--- src/verilog/pgrp_pkg.sv ---
// constants, register map and types for the pulse group
// Operation
// - six 32-bit up-counters, each clocked through one of three shared 8-bit prescalers except in counter mode, which steps on input edges
// - three channel pairs, each channel with its own independent waveform setup
// - paired second output is exact inverse of first, edges aligned
// - counters only count up and wrap to zero at maximum by themselves
// - prescaler divides base clock by programmable factor 1 through 256
// - each channel selects waveform, timer, event counter or capture mode
// - each channel has its own enable and its own mode selection
// - waveform mode uses per-channel period and duty values
// - capture measures rising-to-rising, falling-to-falling or any-edge intervals
// - timer mode count readable live without stopping the counter
package pgrp_pkg;
    localparam int NUM_CH = 6;
    localparam int NUM_PRE = 3;
    localparam int CNT_W = 32;
    localparam int PRE_W = 8;
    localparam logic [11:0] CH_STRIDE = 12'h020;
    localparam logic [11:0] OFF_CTRL = 12'h000;
    localparam logic [11:0] OFF_PERIOD = 12'h004;
    localparam logic [11:0] OFF_DUTY = 12'h008;
    localparam logic [11:0] OFF_COUNT = 12'h00C;
    localparam logic [11:0] OFF_CAPT = 12'h010;
    localparam logic [11:0] OFF_PRE0 = 12'h0C0;
    localparam logic [11:0] OFF_PAIR = 12'h0CC;
    // control word fields
    localparam int CTRL_EN = 0;
    localparam int CTRL_MODE_LO = 1;
    localparam int CTRL_EDGE_LO = 3;
    localparam int CTRL_PRE_LO = 5;
    localparam int CTRL_POL = 7;
    localparam logic [31:0] CTRL_RESET = 32'h0000_0000;
    localparam logic [31:0] PERIOD_RESET = 32'hFFFF_FFFF;
    localparam logic [31:0] DUTY_RESET = 32'h0000_0000;
    localparam logic [7:0] PRE_RESET = 8'h00;
    typedef enum logic [1:0] {
        PGRP_MODE_PWM,
        PGRP_MODE_TIMER,
        PGRP_MODE_COUNTER,
        PGRP_MODE_CAPTURE
    } pgrp_mode_e;
    typedef enum logic [1:0] {
        PGRP_EDGE_RISE,
        PGRP_EDGE_FALL,
        PGRP_EDGE_BOTH,
        PGRP_EDGE_BOTH2
    } pgrp_edge_e;
endpackage : pgrp_pkg

--- src/verilog/pgrp_channel.sv ---
// one channel: counter, mode logic, waveform and capture
`timescale 1ns/1ps
`default_nettype none
module pgrp_channel #(
    parameter int CNT_W = 32
) (
    input wire logic hclk,
    input wire logic hresetn,
    input wire logic en,
    input wire logic [1:0] mode,
    input wire logic [1:0] edge_sel,
    input wire logic pol,
    input wire logic tick,
    input wire logic [CNT_W-1:0] period,
    input wire logic [CNT_W-1:0] duty,
    input wire logic pin_in,
    output logic [CNT_W-1:0] count,
    output logic [CNT_W-1:0] capt,
    output logic wave
);
    logic pin_d_ff;
    logic rise;
    logic fall;
    logic edge_hit;
    logic cnt_step;
    logic is_pwm;
    logic is_cap;
    initial begin
        if (CNT_W < 2 || CNT_W > 32) $error("pgrp_channel: CNT_W out of range");
    end
    assign rise = pin_in & ~pin_d_ff;
    assign fall = ~pin_in & pin_d_ff;
    assign is_pwm = (mode == pgrp_pkg::PGRP_MODE_PWM);
    assign is_cap = (mode == pgrp_pkg::PGRP_MODE_CAPTURE);
    always_comb begin
        unique case (edge_sel)
            pgrp_pkg::PGRP_EDGE_RISE: edge_hit = rise;
            pgrp_pkg::PGRP_EDGE_FALL: edge_hit = fall;
            default: edge_hit = rise | fall;
        endcase
    end
    // counter mode advances on input edges; the others on prescaler ticks
    assign cnt_step = (mode == pgrp_pkg::PGRP_MODE_COUNTER) ? edge_hit : tick;
    always_ff @(posedge hclk or negedge hresetn) begin
        if (!hresetn) begin
            pin_d_ff <= 1'b0;
        end else begin
            pin_d_ff <= pin_in;
        end
    end
    always_ff @(posedge hclk or negedge hresetn) begin
        if (!hresetn) begin
            count <= '0;
        end else if (!en) begin
            count <= '0;
        end else if (is_cap && edge_hit) begin
            count <= '0;
        end else if (is_pwm && tick && count >= period) begin
            count <= '0;
        end else if (cnt_step) begin
            count <= count + 1'b1;
        end
    end
    always_ff @(posedge hclk or negedge hresetn) begin
        if (!hresetn) begin
            capt <= '0;
        end else if (en && is_cap && edge_hit) begin
            capt <= count;
        end
    end
    always_ff @(posedge hclk or negedge hresetn) begin
        if (!hresetn) begin
            wave <= 1'b0;
        end else if (en && is_pwm) begin
            wave <= (count < duty) ^ pol;
        end else begin
            wave <= pol;
        end
    end
    AST_CAP_LATCH: assert property (@(posedge hclk) disable iff (!hresetn)
        (en && is_cap && edge_hit) |=> (capt == $past(count) && count == '0))
        else $error("capture did not latch count and restart");
    AST_PWM_WRAP: assert property (@(posedge hclk) disable iff (!hresetn)
        (en && is_pwm && tick && count >= period) |=> count == '0)
        else $error("pwm counter did not restart at period");
    AST_UP_ONLY: assert property (@(posedge hclk) disable iff (!hresetn)
        (en && !is_cap && !(is_pwm && tick && count >= period) && cnt_step) |=> count == $past(count) + 1'b1)
        else $error("counter did not step up by one");
    AST_DISABLED: assert property (@(posedge hclk) disable iff (!hresetn)
        !en |=> count == '0) else $error("disabled channel counter not cleared");
endmodule : pgrp_channel
`default_nettype wire

--- src/verilog/pgrp_prescaler.sv ---
// one 8-bit prescaler giving a tick every div+1 clocks
`timescale 1ns/1ps
`default_nettype none
module pgrp_prescaler #(
    parameter int PRE_W = 8
) (
    input wire logic hclk,
    input wire logic hresetn,
    input wire logic [PRE_W-1:0] div,
    output logic tick
);
    logic [PRE_W-1:0] cnt_ff;
    initial begin
        if (PRE_W < 1 || PRE_W > 16) $error("pgrp_prescaler: PRE_W out of range");
    end
    // factor = div + 1, so 0..255 spans 1..256
    always_ff @(posedge hclk or negedge hresetn) begin
        if (!hresetn) begin
            cnt_ff <= '0;
        end else if (cnt_ff >= div) begin
            cnt_ff <= '0;
        end else begin
            cnt_ff <= cnt_ff + 1'b1;
        end
    end
    always_ff @(posedge hclk or negedge hresetn) begin
        if (!hresetn) begin
            tick <= 1'b0;
        end else begin
            tick <= (cnt_ff >= div);
        end
    end
    AST_PRE_DIV1: assert property (@(posedge hclk) disable iff (!hresetn)
        (div == '0) [*2] |-> tick) else $error("divide by one must tick every clock");
endmodule : pgrp_prescaler
`default_nettype wire

--- src/verilog/pgrp_top.sv ---
// pulse group top: AHB-Lite register slave, three prescalers, six channels
`timescale 1ns/1ps
`default_nettype none
module pgrp_top #(
    parameter int NUM_CH = pgrp_pkg::NUM_CH,
    parameter int CNT_W = pgrp_pkg::CNT_W
) (
    input wire logic hclk,
    input wire logic hresetn,
    input wire logic hsel,
    input wire logic [11:0] haddr,
    input wire logic [1:0] htrans,
    input wire logic hwrite,
    input wire logic [2:0] hsize,
    input wire logic [31:0] hwdata,
    input wire logic hready,
    output logic [31:0] hrdata,
    output logic hreadyout,
    output logic hresp,
    input wire logic [NUM_CH-1:0] pin_in,
    output logic [NUM_CH-1:0] pwm_out
);
    logic [31:0] ctrl_ff [NUM_CH];
    logic [CNT_W-1:0] period_ff [NUM_CH];
    logic [CNT_W-1:0] duty_ff [NUM_CH];
    logic [pgrp_pkg::PRE_W-1:0] pre_ff [pgrp_pkg::NUM_PRE];
    logic [2:0] pair_ff;
    logic [CNT_W-1:0] count_w [NUM_CH];
    logic [CNT_W-1:0] capt_w [NUM_CH];
    logic [NUM_CH-1:0] wave_w;
    logic [pgrp_pkg::NUM_PRE-1:0] tick_w;
    logic [NUM_CH-1:0] ch_tick;
    logic wr_pend_ff;
    logic [11:0] wr_addr_ff;
    logic [NUM_CH-1:0] nxt_out;
    logic [31:0] nxt_rdata;
    logic rd_req;
    initial begin
        if (NUM_CH != 6) $error("pgrp_top: NUM_CH must be 6");
        if (CNT_W != 32) $error("pgrp_top: CNT_W must be 32");
    end
    function automatic logic [31:0] rd_word(input logic [11:0] a, input logic [31:0] c, input logic [CNT_W-1:0] p,
        input logic [CNT_W-1:0] d, input logic [CNT_W-1:0] n, input logic [CNT_W-1:0] k);
        logic [11:0] o;
        o = a & (pgrp_pkg::CH_STRIDE - 12'h001);
        unique case (o)
            pgrp_pkg::OFF_CTRL: rd_word = c;
            pgrp_pkg::OFF_PERIOD: rd_word = p;
            pgrp_pkg::OFF_DUTY: rd_word = d;
            pgrp_pkg::OFF_COUNT: rd_word = n;
            pgrp_pkg::OFF_CAPT: rd_word = k;
            default: rd_word = 32'h0000_0000;
        endcase
    endfunction : rd_word
    genvar gp;
    generate
        for (gp = 0; gp < pgrp_pkg::NUM_PRE; gp++) begin : g_pre
            pgrp_prescaler #(.PRE_W(pgrp_pkg::PRE_W)) u_pre (
                .hclk(hclk),
                .hresetn(hresetn),
                .div(pre_ff[gp]),
                .tick(tick_w[gp])
            );
        end
        for (gp = 0; gp < NUM_CH; gp++) begin : g_ch
            // each channel picks one of the shared prescalers
            always_comb begin
                unique case (ctrl_ff[gp][pgrp_pkg::CTRL_PRE_LO +: 2])
                    2'd0: ch_tick[gp] = tick_w[0];
                    2'd1: ch_tick[gp] = tick_w[1];
                    default: ch_tick[gp] = tick_w[2];
                endcase
            end
            pgrp_channel #(.CNT_W(CNT_W)) u_ch (
                .hclk(hclk),
                .hresetn(hresetn),
                .en(ctrl_ff[gp][pgrp_pkg::CTRL_EN]),
                .mode(ctrl_ff[gp][pgrp_pkg::CTRL_MODE_LO +: 2]),
                .edge_sel(ctrl_ff[gp][pgrp_pkg::CTRL_EDGE_LO +: 2]),
                .pol(ctrl_ff[gp][pgrp_pkg::CTRL_POL]),
                .tick(ch_tick[gp]),
                .period(period_ff[gp]),
                .duty(duty_ff[gp]),
                .pin_in(pin_in[gp]),
                .count(count_w[gp]),
                .capt(capt_w[gp]),
                .wave(wave_w[gp])
            );
        end
    endgenerate
    // paired odd channel follows its even partner inverted, registered together
    always_comb begin
        for (int i = 0; i < NUM_CH; i++) begin
            if ((i % 2 == 1) && pair_ff[i/2]) begin
                nxt_out[i] = ~wave_w[i-1];
            end else begin
                nxt_out[i] = wave_w[i];
            end
        end
    end
    always_ff @(posedge hclk or negedge hresetn) begin
        if (!hresetn) begin
            pwm_out <= '0;
        end else begin
            pwm_out <= nxt_out;
        end
    end
    // bus: zero-wait slave, write data taken in the data phase
    assign rd_req = hsel && hready && htrans[1] && !hwrite;
    always_ff @(posedge hclk or negedge hresetn) begin
        if (!hresetn) begin
            wr_pend_ff <= 1'b0;
            wr_addr_ff <= '0;
        end else if (hready) begin
            wr_pend_ff <= hsel && htrans[1] && hwrite;
            wr_addr_ff <= haddr;
        end
    end
    always_comb begin
        nxt_rdata = 32'h0000_0000;
        if (haddr < pgrp_pkg::OFF_PRE0) begin
            for (int i = 0; i < NUM_CH; i++) begin
                if (haddr[7:5] == i[2:0]) begin
                    nxt_rdata = rd_word(haddr, ctrl_ff[i], period_ff[i], duty_ff[i], count_w[i], capt_w[i]);
                end
            end
        end else if (haddr == pgrp_pkg::OFF_PAIR) begin
            nxt_rdata = {29'h0000_0000, pair_ff};
        end else begin
            for (int i = 0; i < pgrp_pkg::NUM_PRE; i++) begin
                if (haddr == pgrp_pkg::OFF_PRE0 + 12'(4 * i)) begin
                    nxt_rdata = {24'h00_0000, pre_ff[i]};
                end
            end
        end
    end
    always_ff @(posedge hclk or negedge hresetn) begin
        if (!hresetn) begin
            hrdata <= 32'h0000_0000;
        end else if (rd_req) begin
            hrdata <= nxt_rdata;
        end
    end
    always_ff @(posedge hclk or negedge hresetn) begin
        if (!hresetn) begin
            hreadyout <= 1'b1;
            hresp <= 1'b0;
        end else begin
            hreadyout <= 1'b1;
            hresp <= 1'b0;
        end
    end
    always_ff @(posedge hclk or negedge hresetn) begin
        if (!hresetn) begin
            for (int i = 0; i < NUM_CH; i++) begin
                ctrl_ff[i] <= pgrp_pkg::CTRL_RESET;
                period_ff[i] <= pgrp_pkg::PERIOD_RESET;
                duty_ff[i] <= pgrp_pkg::DUTY_RESET;
            end
        end else if (wr_pend_ff && wr_addr_ff < pgrp_pkg::OFF_PRE0) begin
            for (int i = 0; i < NUM_CH; i++) begin
                if (wr_addr_ff[7:5] == i[2:0]) begin
                    unique case (wr_addr_ff & (pgrp_pkg::CH_STRIDE - 12'h001))
                        pgrp_pkg::OFF_CTRL: ctrl_ff[i] <= {24'h00_0000, hwdata[7:0]};
                        pgrp_pkg::OFF_PERIOD: period_ff[i] <= hwdata;
                        pgrp_pkg::OFF_DUTY: duty_ff[i] <= hwdata;
                        default: ;
                    endcase
                end
            end
        end
    end
    always_ff @(posedge hclk or negedge hresetn) begin
        if (!hresetn) begin
            for (int i = 0; i < pgrp_pkg::NUM_PRE; i++) begin
                pre_ff[i] <= pgrp_pkg::PRE_RESET;
            end
            pair_ff <= 3'b000;
        end else if (wr_pend_ff) begin
            if (wr_addr_ff == pgrp_pkg::OFF_PAIR) begin
                pair_ff <= hwdata[2:0];
            end
            for (int i = 0; i < pgrp_pkg::NUM_PRE; i++) begin
                if (wr_addr_ff == pgrp_pkg::OFF_PRE0 + 12'(4 * i)) begin
                    pre_ff[i] <= hwdata[7:0];
                end
            end
        end
    end
    AST_PAIR_INV: assert property (@(posedge hclk) disable iff (!hresetn)
        pair_ff[0] |=> pwm_out[1] == ~pwm_out[0]) else $error("paired outputs not complementary");
    AST_READ_COUNT: assert property (@(posedge hclk) disable iff (!hresetn)
        (rd_req && haddr == pgrp_pkg::OFF_COUNT) |=> hrdata == $past(count_w[0]))
        else $error("live count read mismatch");
    AST_ZERO_WAIT: assert property (@(posedge hclk) disable iff (!hresetn)
        hreadyout && !hresp) else $error("slave must be zero wait okay");
endmodule : pgrp_top
`default_nettype wire
--- config.mk ---
export PLATFORM = sky130hd
export DESIGN_NAME = pgrp_top
export DESIGN_NICKNAME = d
export VERILOG_FILES = /design/src/verilog/pgrp_pkg.sv /design/src/verilog/pgrp_channel.sv /design/src/verilog/pgrp_prescaler.sv /design/src/verilog/pgrp_top.sv
export SDC_FILE = /design/constraint.sdc
export NUM_CORES = 2
export LEC_CHECK = 0
export ABC_AREA = 1
export BUFFER_PORTS_ARGS = -buffer_cell sky130_fd_sc_hd__buf_2
export CORE_ASPECT_RATIO = 0.75
export CORE_MARGIN = 2
export CORE_UTILIZATION = 40
export DETAILED_ROUTE_END_ITERATION = 7
export PLACE_DENSITY_LB_ADDON = 0.25
export SLEW_MARGIN = 15
export SYNTH_ARGS = -nofsm -noshare
export SYNTH_HDL_FRONTEND = slang
export SYNTH_SLANG_ARGS = --single-unit
--- constraint.sdc ---
create_clock -name hclk -period 2.55 [get_ports hclk]
set_input_delay 0.51 -clock hclk [delete_from_list [all_inputs] [get_ports hclk]]
set_output_delay 0.51 -clock hclk [all_outputs]
set_load 0.05 [all_outputs]
==> flow_metrics.tcl <==
set metrics [dict create \
    r2r_start "g_pre[2].u_pre.tick" \
    syn_to_final_growth_pct 19.0 \
    ys.warnings.count 0 \
    finalCritPeriodShare_pct 96.6 \
    die_h_um 333 \
    final_cell_mix "nand2_1 (1,864), inv_1 (1,002), o21ai_0 (926)" \
    design_area_um2 68700 \
    dpl.hpwl_um 181000 \
    synth-main-ff-cell "dfrtp_1" \
    drc 0 \
    gp_routability_congestion 1.01 \
    grt-ovfl-total 0 \
    fin_nets 8722 \
    placed_cells 10007 \
    h-tree-depth 3 \
    hold_viol_final 0 \
    status "completed" \
    cts_tree "yes" \
    netlist_area_um2 57800 \
    core_um2 143000 \
    ys_ff_latch 933 \
    syn_inst 7810 \
    wl_met1_um 107000 \
    worstHoldPathType "in2reg" \
    clk-insertion-delay-late_ps 760 \
    maxUsedRoutingLayer "met5" \
    fp-row-count 120 \
    wl_per_cell_um 23.6 \
    ys_seq_area_share_pct 40.8 \
    hold_start "hwrite" \
    synth.avg_cell_area_um2 7.40 \
    cellPowerDensity_nw_per_um2 532 \
    first_pass_iters 6 \
    setup_ws_ps 86.1 \
    leakage_nw 37.0 \
    grt_pass1_vias 53345 \
    max_freq_mhz 406 \
    clock_path_buffers 3 \
    io-pin-count 100 \
    cts_root_buf "clkbuf_16" \
    cp.required_ps 3210 \
    post_cts_buffers 0 \
    wl_met3_um 29100 \
    skew_ps 38.8 \
    power_mw 36.5 \
    drv_slew 0 \
    clk_pin_slew_ps 60 \
    layout.cells.non_filler 10228 \
    die_w_um 443 \
    synth_edf_count 0 \
    setup_viol 0 \
    antenna_left 0 \
    synthArstFlopShare_pct 100 \
    ir_drop_v 0.000609 \
    layout-drive-gt1-share_pct 14.0 \
    path_class "reg2reg" \
    grt_max_degree 90 \
    worstPathArrival_ps 3120 \
    viasPerCell 5.70 \
    cp-startpoint "g_pre[2].u_pre.tick" \
    io_buffers 93 \
    vias 58252 \
    pre_cts_slack_ps -645 \
    synth_nets 8293 \
    tightest_slew_ps 1090 \
    initial_utilization_pct 40.4 \
    maxCapViolations 0 \
    final_common_cell "nand2_1" \
    timing.slew.headroom_pct 27.0 \
    synth_cell_types 49 \
    grtUsageTotal_pct 32.1 \
    antenna_found_initial 13 \
    drtIter0Drc 7662 \
    worstSetupStartpointType "register" \
    period_needed_ps 2460 \
    crit_path_max_fanout 23 \
    cts_inserted_buffers 105 \
    dieArea_um2 148000 \
    wl_met2_um 95500 \
    totalWireLength_um 242000 \
    cts_num_sinks 933 \
    worst_setup_path_end_kind "register" \
    grt_pass1_wl_um 355000 \
    dpl_cell_area_um2 64600 \
]
==> power breakdown <==
group,switching [mW],internal (mW)
combinational,2.90,1.22
sequential,0.444,15.2
clock,6.92,9.82
total,10.3,26.3
==> layer usage <==
layer  up-vias  global-route usage [%]
met1     27988                    47.6
met3       416                    8.96
li1      26785                       -
met5         -                       0
met2      3061                    44.0
met4         2                    11.2
==> layout make-up <==
type | count | area (um^2)
flip-flops and latches | 933 | 23600
diodes | 5 | 12.5
well taps | 1891 | 2370
fillers | 14130 | 74400
clock inverters | 46 | 662
clock buffers | 154 | 3080
inverters | 1028 | 3860
multi-input cells | 5481 | 29100
repair buffers | 690 | 6060
==> logic make-up after synthesis <==
family          Yosys count  synth area share, %
flops                   933                 40.8
buf+inv                1396                 9.25
compound gates         1675                 15.7
simple gates           3347                 24.6
mux                       2               0.0390
other cells               2               0.0130
fa+ha+maj               423                 9.16
xor+xnor                 32                0.485
==> Yosys cell counts, types with 29 or more instances <==
| master | count | share of area, % |
|---|---|---|
| a41oi_1 | 39 | 0.59 |
| o22ai_1 | 125 | 1.4 |
| buf_2 | 58 | 0.50 |
| or2_2 | 29 | 0.31 |
| buf_1 | 31 | 0.20 |
| nor2_1 | 625 | 4.1 |
| dfstp_2 | 192 | 8.7 |
| nand2_1 | 1886 | 12 |
| a221oi_1 | 30 | 0.45 |
| clkbuf_1 | 272 | 1.8 |
| o211ai_1 | 30 | 0.39 |
| nand3_1 | 250 | 2.2 |
| nand4_1 | 299 | 3.2 |
| nor4_1 | 43 | 0.47 |
| dfrtp_1 | 741 | 32 |
| ha_1 | 423 | 9.2 |
| nor3_1 | 176 | 1.5 |
| inv_1 | 1006 | 6.5 |
| o21ai_0 | 928 | 8.0 |
| a21oi_1 | 462 | 4.0 |
==> path summary, 6_finish.rpt <==
kind | to | slack [ps] | depth (start not counted)
max in group asynchronous | period_ff[189] | 1200 | 4
worst min register to register | pwm_out[2] | 410 | 0
worst min-delay path | wr_pend_ff | 40 | 3
worst max-delay path | g_ch[5].u_ch.count[23] | 90 | 10
worst max register to register | g_ch[5].u_ch.count[23] | 90 | 10
min in group asynchronous | g_ch[2].u_ch.count[3] | 350 | 2
==> per-stage QoR <==
stage          utilization, %  setup TNS (ps)  hold slack, ps
6_report                 48.0               0            39.6
3_5_place_dp             45.1          -11840             376
5_1_grt                  48.0           -1560            34.9
3_3_place_gp             45.1          -11560             390
2_1_floorplan               -               0             214
4_1_cts                  47.8               0            12.8
==> flip-flops by register name (all words and copies together) (netlist names) <==
name and cells:
g_ch.u_ch.capt 192, pair_ff 3, g_pre.u_pre.cnt_ff 24, wr_addr_ff 12, g_ch.u_ch.wave 6, g_pre.u_pre.tick 3
duty_ff 192, period_ff 192, ctrl_ff 48, pre_ff 24, g_ch.u_ch.count 192, wr_pend_ff 1
pwm_out 6, g_ch.u_ch.pin_d_ff 6, hrdata 32
==> critical path, cell delays in order (launching register included) <==
cell     delay [ps]
dfrtp_2         510
inv_1           160
buf_4           210
o21ai_0         340
o21ai_0         160
nand2_1         150
buf_4           290
nand4_1         190
o21ai_0         130
inv_1            70
nor2_1          180
==> timing repair <==
action / CTS / global route
setup endpoints to repair: 83 / 176
pin swaps: 0 / 6
cloned: 0 / 5
endpoints found under the hold margin: 37 / 0
resized for setup: 4 / 41
hold buffers: 11 / 0
Power figures use the tool's default switching activity.
